File: config.mk
export PLATFORM = sky130hd
export DESIGN_NAME = iso_evt_core
export DESIGN_NICKNAME = d
export VERILOG_FILES = /design/src/verilog/iso_evt_pkg.sv /design/src/verilog/iso_evt_core.sv /design/src/verilog/rise_detect.sv
export SDC_FILE = /design/constraint.sdc
export NUM_CORES = 1
export LEC_CHECK = 0
export ABC_AREA = 1
export BUFFER_PORTS_ARGS = -buffer_cell sky130_fd_sc_hd__buf_4
export CORE_AREA = 2 2 109 111
export DETAILED_ROUTE_END_ITERATION = 10
export DIE_AREA = 0 0 111 113
export GPL_ROUTABILITY_DRIVEN = 0
export PLACE_DENSITY = 0.92
export RECOVER_POWER = 25
export SLEW_MARGIN = 20
export SYNTH_ARGS = -nofsm -noshare
export SYNTH_HDL_FRONTEND = slang
export SYNTH_SLANG_ARGS = --single-unit
File: constraint.sdc
create_clock -name i_clk_sys -period 9.4 [get_ports i_clk_sys]
set_input_delay 2.82 -clock i_clk_sys [delete_from_list [all_inputs] [get_ports i_clk_sys]]
set_output_delay 2.82 -clock i_clk_sys [all_outputs]
set_load 0.05 [all_outputs]
File: src/verilog/iso_evt_pkg.sv
// Notes on behaviour
// A 1 in bit n of the lower channel mask lets isochronous packets on channel n (0..31) in.
// The lower channel mask has a set address and a clear address; both read the mask.
// The lower channel mask has no meaningful value after reset; software programs it first.
// An event bit goes to 1 on its source's rising edge or on a 1 written at the set address.
// An event bit stays 1 until a 1 is written to it at the clear address, nothing else clears it.
// Reading the event register at either address gives events ANDed with the interrupt mask.
// Event bits 31, 30 and 28 are reserved and always read as zero.
// Event bit 29 has no hardware source and is set only by software.
// With late-ack enable on, bit 27 sets on pending receive data, busy responder or tardy ack.
// Event bit 26 sets when a PHY register data byte arrives.
// As cycle master, bit 25 sets when over 125 us pass from cycle start send to gap end.
// A cycle overrun clears the cycle master role bit.
// Event bit 24 sets when an error stops a subunit, such as a DMA context going dead.
// While bit 24 is 1, normal interrupts of the contexts that caused it are blocked.
// Event bit 23 sets when a received cycle start disagrees with local seconds or count.
// Event bits 7 and 6 are the live OR of masked receive and transmit isochronous events.
// Writing 0 to a bit at a set or clear address leaves that bit unchanged.
package iso_evt_pkg;

   // ----------------------------------------
   // Register offsets (byte addresses)
   // ----------------------------------------
   localparam logic [7:0] ADDR_MASK_SET = 8'h78;
   localparam logic [7:0] ADDR_MASK_CLR = 8'h7c;
   localparam logic [7:0] ADDR_EVT_SET = 8'h80;
   localparam logic [7:0] ADDR_EVT_CLR = 8'h84;
   localparam logic [7:0] ADDR_CTRL = 8'h88;

   // ----------------------------------------
   // Field positions
   // ----------------------------------------
   localparam int BIT_SOFTWARE = 29;
   localparam int BIT_LATE_ACK = 27;
   localparam int BIT_PHY_REG = 26;
   localparam int BIT_OVERRUN = 25;
   localparam int BIT_FATAL = 24;
   localparam int BIT_MISMATCH = 23;
   localparam int BIT_ISO_RX = 7;
   localparam int BIT_ISO_TX = 6;
   localparam int CTRL_LATE_ACK_EN = 0;
   localparam int CTRL_MASTER = 1;
   // Only these event bits are held in flops; the rest read zero, except live bits 7 and 6
   localparam logic [31:0] EVT_LATCH_MASK = 32'h2f80_0000;

   // ----------------------------------------
   // Reset values
   // ----------------------------------------
   localparam logic [31:0] RST_CHAN_MASK = 32'h0000_0000;
   localparam logic [31:0] RST_EVENT = 32'h0000_0000;

   // ----------------------------------------
   // Timing
   // ----------------------------------------
   localparam int CLK_PERIOD_NS = 100;
   localparam int CYCLE_LIMIT_NS = 125000;
   localparam int OVR_CYC = CYCLE_LIMIT_NS / CLK_PERIOD_NS;
   localparam int OVR_W = 11;
   localparam logic [OVR_W-1:0] OVR_LIMIT = OVR_W'(OVR_CYC);

   // ----------------------------------------
   // Sizes
   // ----------------------------------------
   localparam int CTX_NUM = 4;
   localparam int EDGE_NUM = 4 + CTX_NUM;

   // ----------------------------------------
   // Block state
   // ----------------------------------------
   typedef struct packed {
      logic wait_req;
      logic [31:0] rdata;
      logic [31:0] chan_mask;
      logic [31:0] event_bits;
      logic late_ack_en;
      logic master;
      logic ovr_run;
      logic [OVR_W-1:0] ovr_cnt;
      logic [CTX_NUM-1:0] fatal_src;
      logic [CTX_NUM-1:0] irq_block;
      logic accept;
   } evt_state_t;

endpackage

File: src/verilog/iso_evt_core.sv
`timescale 1ns/1ns
`default_nettype none
module iso_evt_core
   import iso_evt_pkg::*;
(
   input wire logic i_clk_sys, // 10 MHz block clock
   input wire logic i_nrst, // Async reset, active low
   // Avalon-MM slave
   input wire logic [7:0] i_avs_address, // Byte address
   input wire logic i_avs_read, // Read request
   input wire logic i_avs_write, // Write request
   input wire logic [31:0] i_avs_writedata, // Write data
   input wire logic [3:0] i_avs_byteenable, // Byte lanes
   output logic [31:0] o_avs_readdata, // Read data
   output logic o_avs_waitrequest, // Stall
   // Interrupt mask register contents
   input wire logic [31:0] i_intr_mask, // Gates event reads
   // Channel filter
   input wire logic i_iso_rx_valid, // Packet header seen
   input wire logic [5:0] i_iso_rx_channel, // Its channel number
   output logic o_iso_rx_accept, // Packet taken
   output logic [31:0] o_rx_channel_mask, // Channel enables
   // Event sources
   input wire logic i_rx_fifo_pending, // Receive data waits for host
   input wire logic i_phys_resp_busy, // Physical responder busy
   input wire logic i_ack_tardy_sent, // Tardy ack sent
   input wire logic i_phy_reg_byte_received, // PHY register byte in
   input wire logic [CTX_NUM-1:0] i_context_dead, // Context stopped
   input wire logic i_cycle_start_tx, // Cycle start send begins
   input wire logic i_subaction_gap_end, // Subaction gap ended
   input wire logic i_rx_cycle_start, // Cycle start received
   input wire logic [6:0] i_rx_cycle_seconds_count, // Its seconds
   input wire logic [12:0] i_rx_cycle_count_value, // Its count
   input wire logic [31:0] i_local_cycle_time, // Local cycle timer
   input wire logic [CTX_NUM-1:0] i_iso_rx_ctx_event, // Rx context events
   input wire logic [CTX_NUM-1:0] i_iso_rx_ctx_mask, // Rx context masks
   input wire logic [CTX_NUM-1:0] i_iso_tx_ctx_event, // Tx context events
   input wire logic [CTX_NUM-1:0] i_iso_tx_ctx_mask, // Tx context masks
   // Effects
   output logic o_cycle_master_role, // Cycle master role
   output logic o_late_ack_event_enable, // Late-ack event enable
   output logic [CTX_NUM-1:0] o_ctx_irq_block // Block context irqs
);

   // ----------------------------------------
   // Reset release
   // ----------------------------------------
   logic [1:0] rst_sync_reg;
   logic rst_n;

   always_ff @(posedge i_clk_sys or negedge i_nrst) begin
      if (!i_nrst) begin
         rst_sync_reg <= 2'b00;
      end else begin
         rst_sync_reg <= {rst_sync_reg[0], 1'b1};
      end
   end

   assign rst_n = rst_sync_reg[1];

   // ----------------------------------------
   // Helpers
   // ----------------------------------------
   function automatic logic [31:0] lane_mask(input logic [3:0] be);
      logic [31:0] m;
      m = '0;
      for (int i = 0; i < 4; i++) begin
         m[i*8 +: 8] = {8{be[i]}};
      end
      return m;
   endfunction

   // Source edges; all sources share this clock, so no synchroniser
   logic [EDGE_NUM-1:0] lvl;
   logic [EDGE_NUM-1:0] rise;
   logic [CTX_NUM-1:0] dead_rise;
   logic late_rise;

   assign lvl = {i_context_dead, i_phy_reg_byte_received, i_ack_tardy_sent,
                 i_phys_resp_busy, i_rx_fifo_pending};

   rise_detect #(
      .W(EDGE_NUM)
   ) u_rise (
      .i_clk_sys(i_clk_sys),
      .i_rst_n(rst_n),
      .i_level(lvl),
      .o_rise(rise)
   );

   assign late_rise = |rise[2:0];
   assign dead_rise = rise[EDGE_NUM-1:4];

   // ----------------------------------------
   // State
   // ----------------------------------------
   evt_state_t st;
   evt_state_t st_next;

   logic [31:0] evt_view;
   logic [31:0] wmask;
   logic [31:0] wbits;
   logic [31:0] hw_set;
   logic [31:0] evt_clr;
   logic [31:0] evt_set;
   logic mismatch;
   logic commit;

   // Read view of the event register
   always_comb begin
      evt_view = st.event_bits & EVT_LATCH_MASK;
      evt_view[BIT_ISO_RX] = |(i_iso_rx_ctx_event & i_iso_rx_ctx_mask);
      evt_view[BIT_ISO_TX] = |(i_iso_tx_ctx_event & i_iso_tx_ctx_mask);
      evt_view = evt_view & i_intr_mask;
   end

   assign mismatch = (i_rx_cycle_seconds_count != i_local_cycle_time[31:25]) ||
                     (i_rx_cycle_count_value != i_local_cycle_time[24:12]);

   assign wmask = lane_mask(i_avs_byteenable);
   assign wbits = i_avs_writedata & wmask;
   // Write lands at the edge where waitrequest is seen low
   assign commit = i_avs_write & ~st.wait_req;

   always_comb begin
      st_next = st;
      hw_set = '0;
      evt_set = '0;
      evt_clr = '0;

      // ----------------------------------------
      // Channel filter
      // ----------------------------------------
      st_next.accept = i_iso_rx_valid & ~i_iso_rx_channel[5] &
                       st.chan_mask[i_iso_rx_channel[4:0]];

      // ----------------------------------------
      // Cycle overrun timer
      // ----------------------------------------
      if (!st.master) begin
         st_next.ovr_run = 1'b0;
      end else if (i_cycle_start_tx) begin
         st_next.ovr_run = 1'b1;
         st_next.ovr_cnt = '0;
      end else if (st.ovr_run) begin
         if (i_subaction_gap_end) begin
            st_next.ovr_run = 1'b0;
         end else if (st.ovr_cnt == OVR_LIMIT) begin
            // One cycle past the limit: strictly over 125 us
            hw_set[BIT_OVERRUN] = 1'b1;
            st_next.ovr_run = 1'b0;
         end else begin
            st_next.ovr_cnt = st.ovr_cnt + OVR_W'(1);
         end
      end

      // ----------------------------------------
      // Hardware event sources
      // ----------------------------------------
      hw_set[BIT_LATE_ACK] = st.late_ack_en & late_rise;
      hw_set[BIT_PHY_REG] = rise[3];
      hw_set[BIT_FATAL] = |dead_rise;
      hw_set[BIT_MISMATCH] = i_rx_cycle_start & mismatch;
      // Bit 29 gets no hardware source
      hw_set[BIT_SOFTWARE] = 1'b0;

      // ----------------------------------------
      // Register writes
      // ----------------------------------------
      if (commit) begin
         case (i_avs_address)
            ADDR_MASK_SET: begin
               st_next.chan_mask = st.chan_mask | wbits;
            end
            ADDR_MASK_CLR: begin
               st_next.chan_mask = st.chan_mask & ~wbits;
            end
            ADDR_EVT_SET: begin
               evt_set = wbits & EVT_LATCH_MASK;
            end
            ADDR_EVT_CLR: begin
               evt_clr = wbits & EVT_LATCH_MASK;
            end
            ADDR_CTRL: begin
               if (i_avs_byteenable[0]) begin
                  st_next.late_ack_en = i_avs_writedata[CTRL_LATE_ACK_EN];
                  st_next.master = i_avs_writedata[CTRL_MASTER];
               end
            end
            default: begin
            end
         endcase
      end

      // Overrun beats a software write of the role bit
      if (hw_set[BIT_OVERRUN]) begin
         st_next.master = 1'b0;
      end

      // Hardware and software sets both win over a clear in the same cycle
      st_next.event_bits = ((st.event_bits & ~evt_clr) | evt_set | hw_set) &
                           EVT_LATCH_MASK;

      // ----------------------------------------
      // Fatal error context tracking
      // ----------------------------------------
      if (!st_next.event_bits[BIT_FATAL]) begin
         st_next.fatal_src = '0;
      end else begin
         st_next.fatal_src = st.fatal_src | dead_rise;
      end
      st_next.irq_block = st_next.fatal_src;

      // ----------------------------------------
      // Bus handshake: one wait cycle, then one ready cycle
      // ----------------------------------------
      if ((i_avs_read | i_avs_write) & st.wait_req) begin
         st_next.wait_req = 1'b0;
         st_next.rdata = '0;
         if (i_avs_read) begin
            case (i_avs_address)
               ADDR_MASK_SET, ADDR_MASK_CLR: begin
                  st_next.rdata = st.chan_mask;
               end
               ADDR_EVT_SET, ADDR_EVT_CLR: begin
                  st_next.rdata = evt_view;
               end
               ADDR_CTRL: begin
                  st_next.rdata[CTRL_LATE_ACK_EN] = st.late_ack_en;
                  st_next.rdata[CTRL_MASTER] = st.master;
               end
               default: begin
                  st_next.rdata = '0;
               end
            endcase
         end
      end else begin
         st_next.wait_req = 1'b1;
      end
   end

   // ----------------------------------------
   // State register
   // ----------------------------------------
   always_ff @(posedge i_clk_sys or negedge rst_n) begin
      if (!rst_n) begin
         st.wait_req <= 1'b1;
         st.rdata <= '0;
         // Real contents undefined; cleared here only for a clean simulation
         st.chan_mask <= RST_CHAN_MASK;
         st.event_bits <= RST_EVENT;
         st.late_ack_en <= 1'b0;
         st.master <= 1'b0;
         st.ovr_run <= 1'b0;
         st.ovr_cnt <= '0;
         st.fatal_src <= '0;
         st.irq_block <= '0;
         st.accept <= 1'b0;
      end else begin
         st <= st_next;
      end
   end

   // ----------------------------------------
   // Outputs
   // ----------------------------------------
   assign o_avs_readdata = st.rdata;
   assign o_avs_waitrequest = st.wait_req;
   assign o_iso_rx_accept = st.accept;
   assign o_rx_channel_mask = st.chan_mask;
   assign o_cycle_master_role = st.master;
   assign o_late_ack_event_enable = st.late_ack_en;
   assign o_ctx_irq_block = st.irq_block;

endmodule
`default_nettype wire

File: src/verilog/rise_detect.sv
`timescale 1ns/1ns
`default_nettype none
module rise_detect
   import iso_evt_pkg::*;
#(
   parameter int W = EDGE_NUM
) (
   input wire logic i_clk_sys, // Block clock
   input wire logic i_rst_n, // Synchronised reset, active low
   input wire logic [W-1:0] i_level, // Source levels
   output logic [W-1:0] o_rise // One-cycle pulse per rising edge
);

   logic [W-1:0] prev_reg;

   // Held low through reset so a source already high fires once after release
   always_ff @(posedge i_clk_sys or negedge i_rst_n) begin
      if (!i_rst_n) begin
         prev_reg <= '0;
      end else begin
         prev_reg <= i_level;
      end
   end

   assign o_rise = i_level & ~prev_reg;

endmodule
`default_nettype wire

==> summary.md <==
| Metric | Value |
|---|---|
| Die Wd | `~110 microns` |
| Setup crit end kind | `register` |
| Setup TNS | `0 ns` |
| Post-layout util | `about three fifths` |
| CTS tree | `yes` |
| DR WL/cell | `between 15 and 20 microns` |
| Final worst setup slack | `5.00 ns` |
| Port bufs | `201` |
| Core Box Area | `between 0.01 and 0.015 sq mm` |
| Post-Syn Nets | `~850` |
| Final period util | `46.8%` |
| Status | `finished with violations` |
| Mapped Area | `0.00557 sq mm` |
| Worst R2R Setup Slack | `between 5 and 6 ns` |
| Commonest cells in the netlist | `nand2_1, dfrtp_1, buf_4` |
| CP max stage cell | `nor2_4` |
| Clock skew | `approximately 0.0077 ns` |
| Layout area overhead | `24.4%` |
| RSZ-0062 raised after global routing | `no` |
| Failing checks | `capacitance limit, slew limit` |
| Global-route usage over all layers | `a little under a quarter` |
| Yosys top cell by area | `dfrtp_1` |
| Clock Latency Late Sink | `roughly 0.34 ns` |
| Register Area | `between 0.002 and 0.003 sq mm` |
| Max cap viols | `2` |
| Worst-Margin Slew | `~2.9 ns` |
| Wirelength, routed | `between 10 and 15 mm` |
| DR pass1 iterations | `5` |
| Fillers | `999` |
| Max Root-Sink Buffers | `2` |
| Post-Place Setup Slack | `4.70 ns` |
| CP delay by family, top | `simple AND/OR/NAND/NOR gates` |
| CTS root buf | `clkbuf_16` |
| M1 GR Usage | `between 20% and 30%` |
| Initial antenna violation count | `0` |
| Hold Path End | `rst_sync_reg[1]$_DFF_PN0_` |
| Arrival time of the worst setup path | `around 4.7 ns` |
| Post-Syn Instances | `680` |
| Prevailing post-synth register cell | `dfrtp_1` |
| Die area | `between 0.01 and 0.015 sq mm` |
| Nets | `between 900 and 1k` |
| Reg2reg end | `o_ctx_irq_block[3]$_DFF_PN0_` |
| Hold path start | `rst_sync_reg[0]$_DFF_PN0_` |
| Area of the multi-input gates | `0.00219 sq mm` |
| Initial Util | `between 40% and 50%` |
| Ports | `about 240` |
| Fin crit period | `about 4.4 ns` |
| Residual DRC | `0` |
| H-tree depth | `3` |
| R2R cell count | `1` |
| Starting DRT DRC Count | `about 420` |
| Setup bufs post-CTS | `0` |
| WHS Path Cells | `0` |
| Busiest grt layer | `met2` |
| Met3 Use GR | `between 5 and 6%` |
| Library cells used by synthesis | `39` |
| Critical path depth in cells | `8` |
| Register area share after synthesis | `approximately 45%` |
| Largest net degree at the start of global routing | `55` |
| Worst endpoint required time | `9.67 ns` |
| Most used cell, CP | `nand3_1` |
| LEAKAGE | `approximately 3.5 nW` |
| XOR/XNOR Fraction of Synth Area | `between 3 and 4%` |
| Multiplexer area fraction after synthesis | `0%` |
| Post-DP HPWL | `about 11 mm` |
| Endpoints failing setup | `0` |
| Max rail drop VDD | `~0.075 mV` |
| FMAX | `about 0.23 GHz` |
| Worst hold path type | `register to register` |
| Max-slew violations | `101` |
| Vias per cell | `5.26` |
| Flops & latches, synth | `100` |
| Number of synthesized flops with an enable pin | `0` |
| CTS Buf Count | `9` |
| Vias in the first global route | `about 4.9k` |
| Slew headroom | `-91.6%` |
| Async set or reset register ratio after synthesis | `100%` |
| Final number of hold-violating endpoints | `0` |
| Num rows | `39` |
| Top post-synthesis cells by area | `dfrtp_1, buf_4, nand2_1` |
| Most common cell in the netlist | `nand2_1` |
| Antenna Nets Post-Route | `0` |
| R2r startpoint | `rst_sync_reg[1]$_DFF_PN0_` |
| Via Count | `about 5.0k` |
| Share of layout cells above drive strength 1 | `between 30% and 40%` |
| Largest family of logic cells by synthesized area | `simple AND/OR/NAND/NOR gates` |
| Post-Synth Simple-Gate Area | `about a quarter` |
| Clock sink count | `100` |
| Reg clk slew, reported paths | `roughly 0.07 ns` |
| Worst path cell trace | `buf_4 > nor2_1 > nand3_1 > nor2_4 > nand2_4 > inv_4 > nand2_1 > nand3_1` |
| Critical Path Fanout Max | `33` |
| Worst Setup Path Type | `input port to register` |
| Antenna diode count | `0` |
| Ys Warns | `0` |
| Yosys top cell area share | `roughly 44%` |
| Pwr Density | `approximately 130 mW/mm^2` |
| Crit path launch type | `input port` |
| Total congestion overflow | `0` |
| Mean post-synth cell area | `8.20 sq um` |
| WP buf/inv | `2` |
| Post-synthesis adder-cell area fraction | `less than 1%` |
| Met2 Track Usage GR | `42.7%` |
| CP peak stage delay | `0.70 ns` |
| Synth Area in Compound Gates | `about a tenth` |
| Post-cts resize count | `0` |
| Hold_buf cts | `0` |
| Die height | `around 110 microns` |
| First-pass GRT wire length | `~24 mm` |
## report_power, final
| group | leakage (nW) | internal (mW) | switching, mW |
|---|---|---|---|
| Clock | 0.139 | 0.189 | 0.164 |
| Sequential | 1.27 | 0.440 | 0.0119 |
| Combinational | 2.10 | 0.0573 | 0.0724 |
| Total | 3.51 | 0.686 | 0.248 |
## layout by cell type (no fill, tap or decap), types with 5 or more instances in the layout
cell type / instances
o211ai_1: 5
inv_2: 11
nor3_1: 7
a21oi_1: 18
clkbuf_16: 9
buf_4: 203
a22o_1: 18
xor2_1: 13
o21ai_1: 29
dfrtp_1: 99
xnor2_1: 7
nand4_1: 34
o21ai_0: 15
nor2_1: 45
nand3_1: 62
nand2_1: 145
inv_1: 52
## kinds of logic after synthesis
kind of cell | after synthesis
adder cells (fa/ha/maj) | 2
XOR/XNOR | 20
AND/OR/NAND/NOR | 310
flip-flops | 100
buffers and inverters | 156
other | 1
AO/OA/AOI/OAI | 91
## worst max-delay path by stage
stage | start | endpoint
after floorplan | i_iso_rx_channel[0] | o_iso_rx_accept$_DFF_PN0_
after global placement | i_avs_address[7] | o_avs_readdata[26]$_DFFE_PN0P_
after detailed placement | i_avs_address[7] | o_avs_readdata[30]$_DFFE_PN0P_
after CTS | i_avs_address[7] | o_avs_readdata[24]$_DFFE_PN0P_
after global routing | rst_sync_reg[1]$_DFF_PN0_ | o_ctx_irq_block[3]$_DFF_PN0_
final | i_avs_address[7] | o_avs_readdata[27]$_DFFE_PN0P_
## final cells by class
class	instances	share of cell area [%]
flip-flops and latches	100	36.1
multi-input cells	424	31.5
repair buffers	204	22.0
inverters	65	3.59
clock buffers	10	3.45
well taps	143	2.58
clock inverters	6	0.686
## metrics by stage
stage | hold WS (ns) | cells | power [mW] | cell area [sq um]
6_report | 0.356 | 952 | 0.934 | 6930
3_5_place_dp | 0.344 | 936 | 0.591 | 6650
3_3_place_gp | 0.335 | 936 | 0.588 | 6650
2_1_floorplan | 0.331 | 680 | 0.528 | 5570
5_1_grt | 0.360 | 952 | 0.977 | 6930
4_1_cts | 0.360 | 952 | 0.944 | 6940
## routing by layer
layer  share of wire, %  up-vias
li1                   -     2427
met1                 40     2342
met2                 51      208
met3                7.1       29
met4                2.5        0
met5                  0        -
(Power assumes the default switching activity.)
